$ cat src/core/sadc_pkg.sv
// Shared constants and types of the serial converter control block.
package sadc_pkg;
  // ----------------------------------------------------------------
  // Timing
  // ----------------------------------------------------------------
  localparam int unsigned CLK_PERIOD_NS = 20;
  localparam int unsigned CONV_TIME_NS = 5000;
  localparam int unsigned WAKE_TIME_NS = 5000;
  localparam int unsigned DATA_HOLD_NS = 10;
  localparam int unsigned CONV_CYC = CONV_TIME_NS / CLK_PERIOD_NS;
  localparam int unsigned WAKE_CYC = WAKE_TIME_NS / CLK_PERIOD_NS;
  localparam int unsigned HOLD_RAW = (DATA_HOLD_NS + CLK_PERIOD_NS - 1) / CLK_PERIOD_NS;
  localparam int unsigned HOLD_CYC = (HOLD_RAW < 1) ? 1 : HOLD_RAW;
  localparam int unsigned READ_GUARD_NS = 250;
  localparam int unsigned READ_GUARD_CYC = (READ_GUARD_NS + CLK_PERIOD_NS - 1) / CLK_PERIOD_NS;
  // ----------------------------------------------------------------
  // Widths
  // ----------------------------------------------------------------
  localparam int unsigned RESULT_BITS = 14;
  localparam int unsigned FRAME_BITS = 16;
  localparam int unsigned CNT_W = 9;
  localparam int unsigned HOLD_W = 2;
  localparam int unsigned BITS_W = 5;
  localparam int unsigned BUF_DEPTH = 2;
  // ----------------------------------------------------------------
  // Control states
  // ----------------------------------------------------------------
  typedef enum logic [3:0] {
    ST_ACTIVE = 4'h1,
    ST_CONVERT = 4'h2,
    ST_SLEEP = 4'h4,
    ST_WAKE = 4'h8
  } sadc_state_type;
endpackage : sadc_pkg

$ cat src/core/sadc_buf_if.sv
// Handshake bundle between the conversion logic and the result buffer.
interface sadc_buf_if #(parameter int unsigned WIDTH = 14);
  logic push_valid;
  logic push_ready;
  logic [WIDTH-1:0] push_data;
  logic pop_valid;
  logic pop_ready;
  logic [WIDTH-1:0] pop_data;
  modport store (input push_valid, input push_data, input pop_ready,
                 output push_ready, output pop_valid, output pop_data);
  modport user (output push_valid, output push_data, output pop_ready,
                input push_ready, input pop_valid, input pop_data);
endinterface : sadc_buf_if

$ cat src/core/sadc_fifo.sv
// Small result buffer with valid and ready on both sides.
module sadc_fifo #(
  parameter int unsigned WIDTH = 14,
  parameter int unsigned DEPTH = 2
) (
  input logic clk,
  input logic rst_n,
  sadc_buf_if.store bi
);
  localparam int unsigned PW = (DEPTH > 1) ? $clog2(DEPTH) : 1;
  localparam int unsigned CW = $clog2(DEPTH + 1);

  logic [WIDTH-1:0] mem_r [DEPTH];
  logic [WIDTH-1:0] mem_nxt [DEPTH];
  logic [PW-1:0] wr_r, wr_nxt, rd_r, rd_nxt;
  logic [CW-1:0] count_r, count_nxt;
  logic do_push, do_pop;

  assign bi.push_ready = (count_r != CW'(DEPTH));
  assign bi.pop_valid = (count_r != '0);
  assign bi.pop_data = mem_r[rd_r];
  assign do_push = bi.push_valid & bi.push_ready;
  assign do_pop = bi.pop_valid & bi.pop_ready;

  always_comb begin
    mem_nxt = mem_r;
    wr_nxt = wr_r;
    rd_nxt = rd_r;
    count_nxt = count_r;
    if (do_push) begin
      mem_nxt[wr_r] = bi.push_data;
      wr_nxt = (wr_r == PW'(DEPTH - 1)) ? '0 : PW'(wr_r + 1'b1);
    end
    if (do_pop) begin
      rd_nxt = (rd_r == PW'(DEPTH - 1)) ? '0 : PW'(rd_r + 1'b1);
    end
    if (do_push && !do_pop) begin
      count_nxt = CW'(count_r + 1'b1);
    end else if (do_pop && !do_push) begin
      count_nxt = CW'(count_r - 1'b1);
    end
  end

  always_ff @(posedge clk) begin
    if (!rst_n) begin
      wr_r <= '0;
      rd_r <= '0;
      count_r <= '0;
      for (int i = 0; i < DEPTH; i++) begin
        mem_r[i] <= '0;
      end
    end else begin
      wr_r <= wr_nxt;
      rd_r <= rd_nxt;
      count_r <= count_nxt;
      mem_r <= mem_nxt;
    end
  end
endmodule : sadc_fifo

$ cat src/core/sadc_top.sv
// Conversion control and serial readout of the 14-bit converter.
// Operation
// New output bit driven on serial clock fall.
// Previous bit stays valid briefly after fall.
// Host parks serial clock low after frame.
// Frame is two zeros then fourteen bits.
// Sixteenth fall holds bit, then releases output.
// Bipolar two's complement, unipolar straight binary.
// Busy rises on convert start falling edge.
// Busy falls once conversion completes.
// Start fall freezes sample, begins conversion.
// Start still low at end enters power-down.
// Start rising edge in power-down begins wake-up.
// Internal conversion timing; sleep mode takes longer.
// Host avoids reading during or before conversion.
// Most significant bit first, sixteen falls.
module sadc_top #(
  parameter bit BIPOLAR = 1'b1,
  parameter int unsigned DEPTH = sadc_pkg::BUF_DEPTH
) (
  input logic clk,
  input logic rst_n,
  input logic convert_start_n,
  input logic serial_clk,
  input logic [13:0] sample_code,
  output logic serial_out,
  output logic serial_out_en,
  output logic busy,
  output logic hold_mode,
  output logic power_down
);
  localparam int unsigned CW = sadc_pkg::CNT_W;
  localparam int unsigned HW = sadc_pkg::HOLD_W;
  localparam int unsigned BW = sadc_pkg::BITS_W;
  localparam int unsigned RB = sadc_pkg::RESULT_BITS;
  localparam int unsigned FB = sadc_pkg::FRAME_BITS;

  // ----------------------------------------------------------------
  // Pin synchronisers and edge detection
  // ----------------------------------------------------------------
  logic cs_meta_r, cs_sync_r, cs_prev_r;
  logic sc_meta_r, sc_sync_r, sc_prev_r;
  logic cs_fall, cs_rise, sc_fall;

  always_ff @(posedge clk) begin
    if (!rst_n) begin
      cs_meta_r <= 1'b1;
      cs_sync_r <= 1'b1;
      cs_prev_r <= 1'b1;
      sc_meta_r <= 1'b0;
      sc_sync_r <= 1'b0;
      sc_prev_r <= 1'b0;
    end else begin
      cs_meta_r <= convert_start_n;
      cs_sync_r <= cs_meta_r;
      cs_prev_r <= cs_sync_r;
      sc_meta_r <= serial_clk;
      sc_sync_r <= sc_meta_r;
      sc_prev_r <= sc_sync_r;
    end
  end

  assign cs_fall = cs_prev_r & ~cs_sync_r;
  assign cs_rise = ~cs_prev_r & cs_sync_r;
  // Only falling edges are counted, so the clock must rest low between frames.
  assign sc_fall = sc_prev_r & ~sc_sync_r;

  sadc_buf_if #(.WIDTH(RB)) bi ();

  sadc_fifo #(.WIDTH(RB), .DEPTH(DEPTH)) u_buf (
    .clk(clk),
    .rst_n(rst_n),
    .bi(bi)
  );

  // ----------------------------------------------------------------
  // Conversion control
  // ----------------------------------------------------------------
  sadc_pkg::sadc_state_type state_r, state_nxt;
  logic [CW-1:0] cnt_r, cnt_nxt;
  logic pend_r, pend_nxt;
  logic [RB-1:0] held_r, held_nxt;

  always_comb begin
    state_nxt = state_r;
    cnt_nxt = cnt_r;
    pend_nxt = pend_r;
    held_nxt = held_r;
    bi.push_valid = 1'b0;
    unique case (state_r)
      sadc_pkg::ST_ACTIVE: begin
        if (cs_fall) begin
          state_nxt = sadc_pkg::ST_CONVERT;
          cnt_nxt = CW'(sadc_pkg::CONV_CYC - 1);
          held_nxt = sample_code;
        end
      end
      sadc_pkg::ST_CONVERT: begin
        if (cnt_r != '0) begin
          cnt_nxt = CW'(cnt_r - 1'b1);
        end else begin
          // A full buffer stalls the end of conversion so no result is lost.
          bi.push_valid = 1'b1;
          if (bi.push_ready) begin
            state_nxt = cs_sync_r ? sadc_pkg::ST_ACTIVE : sadc_pkg::ST_SLEEP;
          end
        end
      end
      sadc_pkg::ST_SLEEP: begin
        if (cs_rise) begin
          state_nxt = sadc_pkg::ST_WAKE;
          cnt_nxt = CW'(sadc_pkg::WAKE_CYC - 1);
          pend_nxt = 1'b0;
        end
      end
      sadc_pkg::ST_WAKE: begin
        if (cs_fall) begin
          pend_nxt = 1'b1;
          held_nxt = sample_code;
        end
        if (cnt_r != '0) begin
          cnt_nxt = CW'(cnt_r - 1'b1);
        end else if (pend_r || cs_fall) begin
          // Conversion follows wake-up, which is why sleep mode is slower.
          state_nxt = sadc_pkg::ST_CONVERT;
          cnt_nxt = CW'(sadc_pkg::CONV_CYC - 1);
          pend_nxt = 1'b0;
        end else begin
          state_nxt = sadc_pkg::ST_ACTIVE;
        end
      end
    endcase
  end

  always_ff @(posedge clk) begin
    if (!rst_n) begin
      state_r <= sadc_pkg::ST_ACTIVE;
      cnt_r <= '0;
      pend_r <= 1'b0;
      held_r <= '0;
    end else begin
      state_r <= state_nxt;
      cnt_r <= cnt_nxt;
      pend_r <= pend_nxt;
      held_r <= held_nxt;
    end
  end

  // The ladder code is offset binary; bipolar parts flip the top bit.
  assign bi.push_data = {held_r[RB-1] ^ BIPOLAR, held_r[RB-2:0]};
  assign busy = (state_r == sadc_pkg::ST_CONVERT) ||
                ((state_r == sadc_pkg::ST_WAKE) && pend_r);
  assign hold_mode = busy;
  assign power_down = (state_r == sadc_pkg::ST_SLEEP);

  // ----------------------------------------------------------------
  // Serial readout
  // ----------------------------------------------------------------
  logic [FB-1:0] sh_r, sh_nxt;
  logic [BW-1:0] bits_r, bits_nxt;
  logic [HW-1:0] hold_r, hold_nxt;
  logic en_r, en_nxt;

  always_comb begin
    sh_nxt = sh_r;
    bits_nxt = bits_r;
    hold_nxt = hold_r;
    en_nxt = en_r;
    bi.pop_ready = ~en_r;
    if (!en_r) begin
      if (bi.pop_valid) begin
        sh_nxt = {2'b00, bi.pop_data};
        bits_nxt = '0;
        en_nxt = 1'b1;
      end
    end else if (hold_r != '0) begin
      hold_nxt = HW'(hold_r - 1'b1);
      if (hold_r == HW'(1)) begin
        en_nxt = 1'b0;
      end
    end else if (sc_fall) begin
      if (bits_r == BW'(FB - 1)) begin
        hold_nxt = HW'(sadc_pkg::HOLD_CYC);
      end else begin
        sh_nxt = {sh_r[FB-2:0], 1'b0};
      end
      bits_nxt = BW'(bits_r + 1'b1);
    end
  end

  always_ff @(posedge clk) begin
    if (!rst_n) begin
      sh_r <= '0;
      bits_r <= '0;
      hold_r <= '0;
      en_r <= 1'b0;
    end else begin
      sh_r <= sh_nxt;
      bits_r <= bits_nxt;
      hold_r <= hold_nxt;
      en_r <= en_nxt;
    end
  end

  // The bit changes only after the detected edge, so it outlasts the host's edge.
  assign serial_out = sh_r[FB-1];
  assign serial_out_en = en_r;

  // ----------------------------------------------------------------
  // Checks
  // ----------------------------------------------------------------
  chk_busy_rise: assert property (@(posedge clk) disable iff (!rst_n)
    (state_r == sadc_pkg::ST_ACTIVE && cs_fall) |=> busy)
    else $error("busy did not rise on start fall");
  chk_wake_busy: assert property (@(posedge clk) disable iff (!rst_n)
    (state_r == sadc_pkg::ST_WAKE && cs_fall) |=> busy)
    else $error("busy did not rise on start fall in wake-up");
  chk_busy_fall: assert property (@(posedge clk) disable iff (!rst_n)
    (state_r == sadc_pkg::ST_CONVERT && cnt_r == '0 && bi.push_ready) |=> !busy)
    else $error("busy stayed high after conversion");
  chk_conv_time: assert property (@(posedge clk) disable iff (!rst_n)
    (state_r == sadc_pkg::ST_ACTIVE && cs_fall) |=>
      (cnt_r == CW'(sadc_pkg::CONV_CYC - 1)) ##1 (busy && cnt_r == CW'(sadc_pkg::CONV_CYC - 2)))
    else $error("conversion count wrong");
  chk_hold_entry: assert property (@(posedge clk) disable iff (!rst_n)
    (state_r == sadc_pkg::ST_ACTIVE && cs_fall) |=> hold_mode && held_r == $past(sample_code))
    else $error("sample not frozen on start fall");
  chk_sleep_entry: assert property (@(posedge clk) disable iff (!rst_n)
    (state_r == sadc_pkg::ST_CONVERT && cnt_r == '0 && bi.push_ready && !cs_sync_r)
      |=> power_down)
    else $error("no power-down with start low");
  chk_wake_start: assert property (@(posedge clk) disable iff (!rst_n)
    (power_down && cs_rise) |=> !power_down && state_r == sadc_pkg::ST_WAKE)
    else $error("wake-up did not start");
  chk_lead_zero: assert property (@(posedge clk) disable iff (!rst_n)
    (!en_r && bi.pop_valid) |=>
      serial_out_en && sh_r[FB-1:FB-2] == 2'b00 && sh_r[RB-1:0] == $past(bi.pop_data))
    else $error("frame not two zeros and result");
  chk_shift_msb: assert property (@(posedge clk) disable iff (!rst_n)
    (en_r && hold_r == '0 && sc_fall && bits_r < BW'(FB - 1)) |=>
      serial_out == $past(sh_r[FB-2]))
    else $error("next bit not driven on fall");
  chk_bit_hold: assert property (@(posedge clk) disable iff (!rst_n)
    (en_r && sc_fall) |-> $stable(serial_out))
    else $error("bit changed in the edge cycle");
  chk_release: assert property (@(posedge clk) disable iff (!rst_n)
    (en_r && hold_r == '0 && sc_fall && bits_r == BW'(FB - 1)) |=>
      (serial_out_en && $stable(serial_out)) ##1 !serial_out_en)
    else $error("output not released after last bit");
  chk_coding: assert property (@(posedge clk) disable iff (!rst_n)
    (bi.push_valid && bi.push_ready) |=>
      $past(bi.push_data[RB-1]) == ($past(held_r[RB-1]) ^ BIPOLAR))
    else $error("result coding wrong");
endmodule : sadc_top

$ cat config.mk
export PLATFORM = sky130hd
export DESIGN_NAME = sadc_top
export DESIGN_NICKNAME = d
export VERILOG_FILES = /design/src/core/sadc_pkg.sv /design/src/core/sadc_buf_if.sv /design/src/core/sadc_fifo.sv /design/src/core/sadc_top.sv
export SDC_FILE = /design/constraint.sdc
export NUM_CORES = 1
export LEC_CHECK = 0
export BUFFER_PORTS_ARGS = -buffer_cell sky130_fd_sc_hd__buf_2
export CAP_MARGIN = 30
export CORE_ASPECT_RATIO = 1.4
export CORE_MARGIN = 2
export CORE_UTILIZATION = 54
export DETAILED_ROUTE_END_ITERATION = 16
export PLACE_DENSITY = 0.75
export SLEW_MARGIN = 40
export SYNTH_ARGS = -nofsm -noshare
export SYNTH_HDL_FRONTEND = slang
export SYNTH_SLANG_ARGS = --single-unit
$ cat constraint.sdc
create_clock -name clk -period 1.9 [get_ports clk]
set_input_delay 0 -clock clk [delete_from_list [all_inputs] [get_ports clk]]
set_output_delay 0 -clock clk [all_outputs]
set_load 0.05 [all_outputs]
# [After elaboration in Yosys (flattened, before gate mapping)]
# Cells that the tools add are included.
[word_totals] regBits=90 latchBits=0 ramBits=0 romBits=0 in_bits=18 elab_cells=129 mem_count=0
[classes] add_sub_neg=7 mul=0 div=0 n_lt_le_gt_ge=3 n_eq_ne=17 shift=0 n_mux=47 bitwise=12 reduce_logical=24
[ops] cell="16-bit two-way mux" n=5
[ops] cell="14-bit two-way mux" n=4
[ops] cell="9-bit two-way mux" n=5
[ops] cell="9-bit case mux with 4 select lines" n=1
[ops] cell="28-bit bitwise mux" n=1
[ops] cell="4-bit two-way mux" n=5
[ops] cell="5-bit two-way mux" n=4
[ops] cell="2-bit != test (second input constant)" n=8
[ops] cell="4-bit case mux with 4 select lines" n=1
[ops] cell="14-bit demux with 1-bit select" n=1
[ops] cell="2-bit nonzero test" n=7
[ops] cell="1-bit two-way mux" n=12
[ops] cell="2-bit two-way mux" n=6
[ops] cell="9-bit nonzero test" n=1
[ops] cell="9-bit by 1-bit subtractor with 9-bit output (second input constant)" n=1
[ops] cell="4-bit AND reduction" n=2
[ops] cell="3-bit AND reduction" n=2
[ops] cell="5-bit by 1-bit adder with 5-bit output (second input constant)" n=1
[ops] cell="1-bit AND" n=5
[ops] cell="5-bit by 4-bit == test with 1-bit output (second input constant)" n=1
[ops] cell="1-bit inverter" n=5
[ops] cell="5-bit AND reduction" n=1
[ops] cell="4-bit by 1-bit == test with 1-bit output (second input constant)" n=1
[ops] cell="4-bit by 2-bit == test with 1-bit output (second input constant)" n=1
[ops] cell="18 further kinds" n=29

# [Longest topological paths before layout]
[logic_depth] word_depth=8 mapped_depth=9 depth_no_buf=9

# [Modules after synthesis]
# From an unflattened synthesis, not the netlist that was laid out.
[unflattened] cells_unflattened=428 hier_area_um2=4121.5
[modules_own_cells] module="sadc_top" instances=1 cells_each=284 area_each_um2=2655.0 seq_area_each_um2=1161.1
[modules_own_cells] module="sadc_fifo" instances=1 cells_each=144 area_each_um2=1466.4 seq_area_each_um2=640.6

# [Worst setup path after synthesis]
# No wires, ideal clock.
[synth_path] path_kind="register to register" from="reg state_r[0]" to="reg state_r[1]" setup_time_ns=0.119 t_arrival_ns=2.292 path_slack_ns=-0.511 stages_incl_launch_ff=6 period_less_slack_ns=2.411 path_cell_list="dfxtp_1 -> buf_4 -> nand2b_1 -> nor3_1 -> o22ai_1 -> o221a_1"
[synth_via] elab_chain_len=3
[synth_rtl] element="from (decl)" line="sadc_top.sv:79" text="sadc_pkg::sadc_state_type state_r, state_nxt;"
[synth_rtl] element="from (signal assigned)" line="sadc_top.sv:137" text="state_r <= sadc_pkg::ST_ACTIVE;"
[synth_rtl] element="from (signal assigned)" line="sadc_top.sv:142" text="state_r <= state_nxt;"
[synth_rtl] element="4-bit by 3-bit == test with 1-bit output (*)"
[synth_rtl] element="named net power_down" line="sadc_top.sv:30" text="output logic power_down"
[synth_rtl] element="2-bit by 1-bit != test with 1-bit output (no line)"
[synth_rtl] element="5-bit AND reduction (no line)"
# Mark *: on every way through the listed nets, which the timed path passes. The rest lies on a longest branch.
# A chain may end at the register's enable or synchronous reset.

# [Final worst setup path]
[layout_path] from="reg state_r[0]" to="reg u_buf.count_r[1]"
[layout_via] elab_chain_len=6
[layout_rtl] element="4-bit by 2-bit == test with 1-bit output (*)" line="sadc_top.sv:90" text="unique case (state_r)"
[layout_rtl] element="1-bit two-way mux (*)" line="sadc_top.sv:90"
[layout_rtl] element="1-bit AND (*)" line="sadc_fifo.sv:22" text="assign do_push = bi.push_valid & bi.push_ready;"
[layout_rtl] element="named net u_buf.do_push" line="sadc_fifo.sv:17" text="logic do_push, do_pop;"
[layout_rtl] element="1-bit zero test" line="sadc_fifo.sv:39" text="end else if (do_pop && !do_push) begin"
[layout_rtl] element="1-bit logical AND" line="sadc_fifo.sv:39"
[layout_rtl] element="2-bit nonzero test (no line)"
[layout_rtl] element="to (signal assigned)" line="sadc_fifo.sv:55" text="count_r <= count_nxt;"
[layout_rtl] element="to (decl)" line="sadc_fifo.sv:16" text="logic [CW-1:0] count_r, count_nxt;"
# Marks and branches as above.

==> summary.md <==
| Metric | Value |
|---|---|
| Worst setup SP type | `register` |
| Fraction of registers with async set/reset | `0` |
| Total die area | `8126 um2` |
| Adder-cell share of the synthesized area | `0.01250` |
| DRT Pass-1 Iters | `4` |
| Critical Path Fanout Max | `3` |
| Critical path class | `register to register` |
| Post-route ant nets | `0` |
| Die W | `76.76 um` |
| Failing checks | `setup timing` |
| Final Max Tran Viols | `0` |
| Largest net degree at the start of global routing | `60` |
| Vias in the first global route | `3,088` |
| Final net count | `526` |
| Critical Path RT | `roughly 2200 ps` |
| Total CTS buffers | `9` |
| Yosys top cell by area | `dfxtp_1` |
| Max VDD drop | `about 0.72 mV` |
| Total grt overflow | `0` |
| Clock skew | `14.18 ps` |
| Largest family of logic cells by synthesized area | `simple AND/OR/NAND/NOR gates` |
| Routed WL | `roughly 8500 um` |
| Top Ports | `23` |
| Starting DRC count in detailed routing | `about 170` |
| Max-Cap Viols | `0` |
| Synth Warn # | `0` |
| Fraction of final layout cells sized beyond drive strength 1 | `0.2220` |
| ANT cells | `0` |
| Pre-CTS setup slack | `-136.3 ps` |
| Gp weighted congestion | `0.8621` |
| Clock transition at the registers of the reported paths | `around 90 ps` |
| Slew margin rel. | `0.5727` |
| PD cells | `968.7 nW/um2` |
| Syn Inst Count | `445` |
| Fmax | `505.7 MHz` |
| #FFs+latches synth | `90` |
| Routed wire length per instance | `about 14 um` |
| Leakage | `2.104 nW` |
| First-pass GRT wire length | `13,810 um` |
| Synth Area in Simple Gates | `0.2032` |
| XOR/XNOR Fraction of Synth Area | `0.01532` |
| Row count | `37` |
| Core area | `7268 um2` |
| Final WS setup | `-77.35 ps` |
| Synth Area in Compound Gates | `0.1279` |
| Overall routing resource usage | `0.2124` |
| Post-synthesis mux area share | `0.1400` |
| Worst min path class | `primary input to register` |
| Design Area, Final | `roughly 4900 um2` |
| Worst-skew pair later-pin latency | `360 ps` |
| I/O Buffers | `22` |
| CP arrival | `2270 ps` |
| CTS tree | `done` |
| Vias after detailed routing | `about 3,300` |
| Syn nets | `467` |
| Yosys cell types | `52` |
| HPWL after detailed placement | `5282 um` |
| RSZ-0062 raised after global routing | `true` |
| Synthesized area per cell | `8.995 um2` |
| Vias per inst | `~5.4` |
| Final hold violation count | `0` |
| R2r setup slk | `-80 ps` |
| Register area share after synthesis | `0.4501` |
| Worst-margin pin slew | `634.3 ps` |
| # H-tree levels | `3` |
| Post-synth EDFFs | `0` |
| Area after DPL | `4378 um2` |
| Residual DRC | `0` |
| Initial Util | `0.5507` |
| Most common library cells after synthesis | `90 x dfxtp_1, 56 x mux2i_1, 54 x nor2_1` |
| Root Buffer | `clkbuf_8` |
| CTS sink count | `90` |
| Critical path endpoint category | `register` |
| Mapped Area | `4003 um2` |
| Tcrit/Tclk final | `1.041` |
| Top FF cell, synth | `dfxtp_1` |
| Fillers | `577` |
| P&R area growth vs syn | `22.60%` |
| Top cells by area, synth | `dfxtp_1 45%, mux2i_1 14%, nor2_1 5.1%` |
| Shortest period the worst path allows | `1977 ps` |
| Endpoints failing setup | `14` |
| Outcome | `finished with violations` |
| Max Buffers Root-to-Sink | `2` |
| Initial antenna violation count | `0` |
| Synth top area share | `0.4501` |
| Die Ht | `105.9 um` |
| Most frequent cell after synthesis | `dfxtp_1` |
routing by layer:
layer	wire, um	track usage	part of all wire
met1	3811	0.2608	0.45
met2	4194	0.3534	0.50
met3	314	0.05736	0.037
met4	132	0.08182	0.016
met5	0	0	0
logic make-up (layout without fill, tap and decap cells):
logic type | count (synthesis) | after routing
flops | 90 | 90
fa+ha+maj | 4 | 4
xor+xnor | 7 | 7
buf+inv | 40 | 104
simple gates | 169 | 169
compound gates | 79 | 79
mux | 56 | 56
flip-flops by register name, indices dropped and copies added, names as in the netlist, 2 cells and up:
signal         flops
bits_r             5
cnt_r              9
held_r            14
hold_r             2
sh_r              16
state_r            4
u_buf.count_r      2
u_buf.mem_r       28
where the power goes:
| part | internal (mW) | total [mW] | leakage (nW) | switching, mW |
|---|---|---|---|---|
| logic | 0.582 | 1.31 | 1.27 | 0.723 |
| clock network | 0.699 | 1.38 | 0.103 | 0.681 |
| registers | 1.98 | 2.07 | 0.731 | 0.0840 |
area by class of cell:
class,count,area [um2],area share
well taps,97,121.4,0.02473
repair buffers,79,630.6,0.1285
clock buffers,12,156.4,0.03187
clock inverters,4,55.05,0.01122
inverters,9,33.78,0.006884
multi-input cells,315,2102,0.4284
flip-flops and latches,90,1808,0.3684
per-stage QoR:
step                      instances  power [mW]  setup TNS (ps)  utilization  hold WS, ps
after CTS                       601       4.652          -243.0       0.6585        96.24
after global routing            606       5.003           -1533       0.6752        113.6
after detailed placement        569       3.232          -479.4       0.6023        185.3
after floorplan                 445       2.930          -898.7            -        101.5
final                           606       4.754          -464.2       0.6752        101.8
after global placement          569       3.210          -2.601       0.6023        182.6
final timing paths:
path	startpoint	end	cells past startpoint
hold / removal	rst_n	bits_r[4]	3
setup / recovery	state_r[0]	u_buf.count_r[1]	6
hold reg to reg	cs_meta_r	cs_sync_r	1
setup reg to reg	state_r[0]	u_buf.count_r[1]	6
timing repair:
action                     4_1_cts  5_1_grt
pin swaps                        1        5
setup endpoints to repair       16       27
hold buffers                    16        0
hold endpoints to repair        16        0
gates resized for setup          9       17
setup buffers                    0        5
critical path, cell delays in order, from the launching register on:
cell and delay (ps):
dfxtp_2 340, or4b_4 540, a21o_4 220, nor2_4 130
ha_4 210, or3_4 360, a21oi_2 120
cells in the final DEF (no fill, tap or decap), types with 3 or more instances in the layout:
cell | synthesis | final
buf_6 | 2 | 4
dlygate4sd3_1 | 0 | 16
buf_4 | 2 | 36
nand3_2 | 6 | 7
mux2i_1 | 56 | 56
o21ai_2 | 9 | 9
o31ai_1 | 4 | 4
nor2_1 | 54 | 52
o21ai_1 | 4 | 5
nand2_1 | 51 | 51
xor2_1 | 6 | 6
ha_1 | 4 | 3
o22ai_1 | 3 | 3
buf_2 | 3 | 20
nand3_1 | 13 | 12
and3_1 | 3 | 3
nand2b_1 | 9 | 9
or3_1 | 8 | 6
inv_1 | 9 | 9
nor3_1 | 8 | 7
dfxtp_1 | 90 | 87
o21ai_0 | 22 | 21
a31oi_1 | 4 | 4
a21oi_1 | 15 | 13
clkbuf_8 | 0 | 9
No activity file was read; power rests on OpenSTA's default activity.
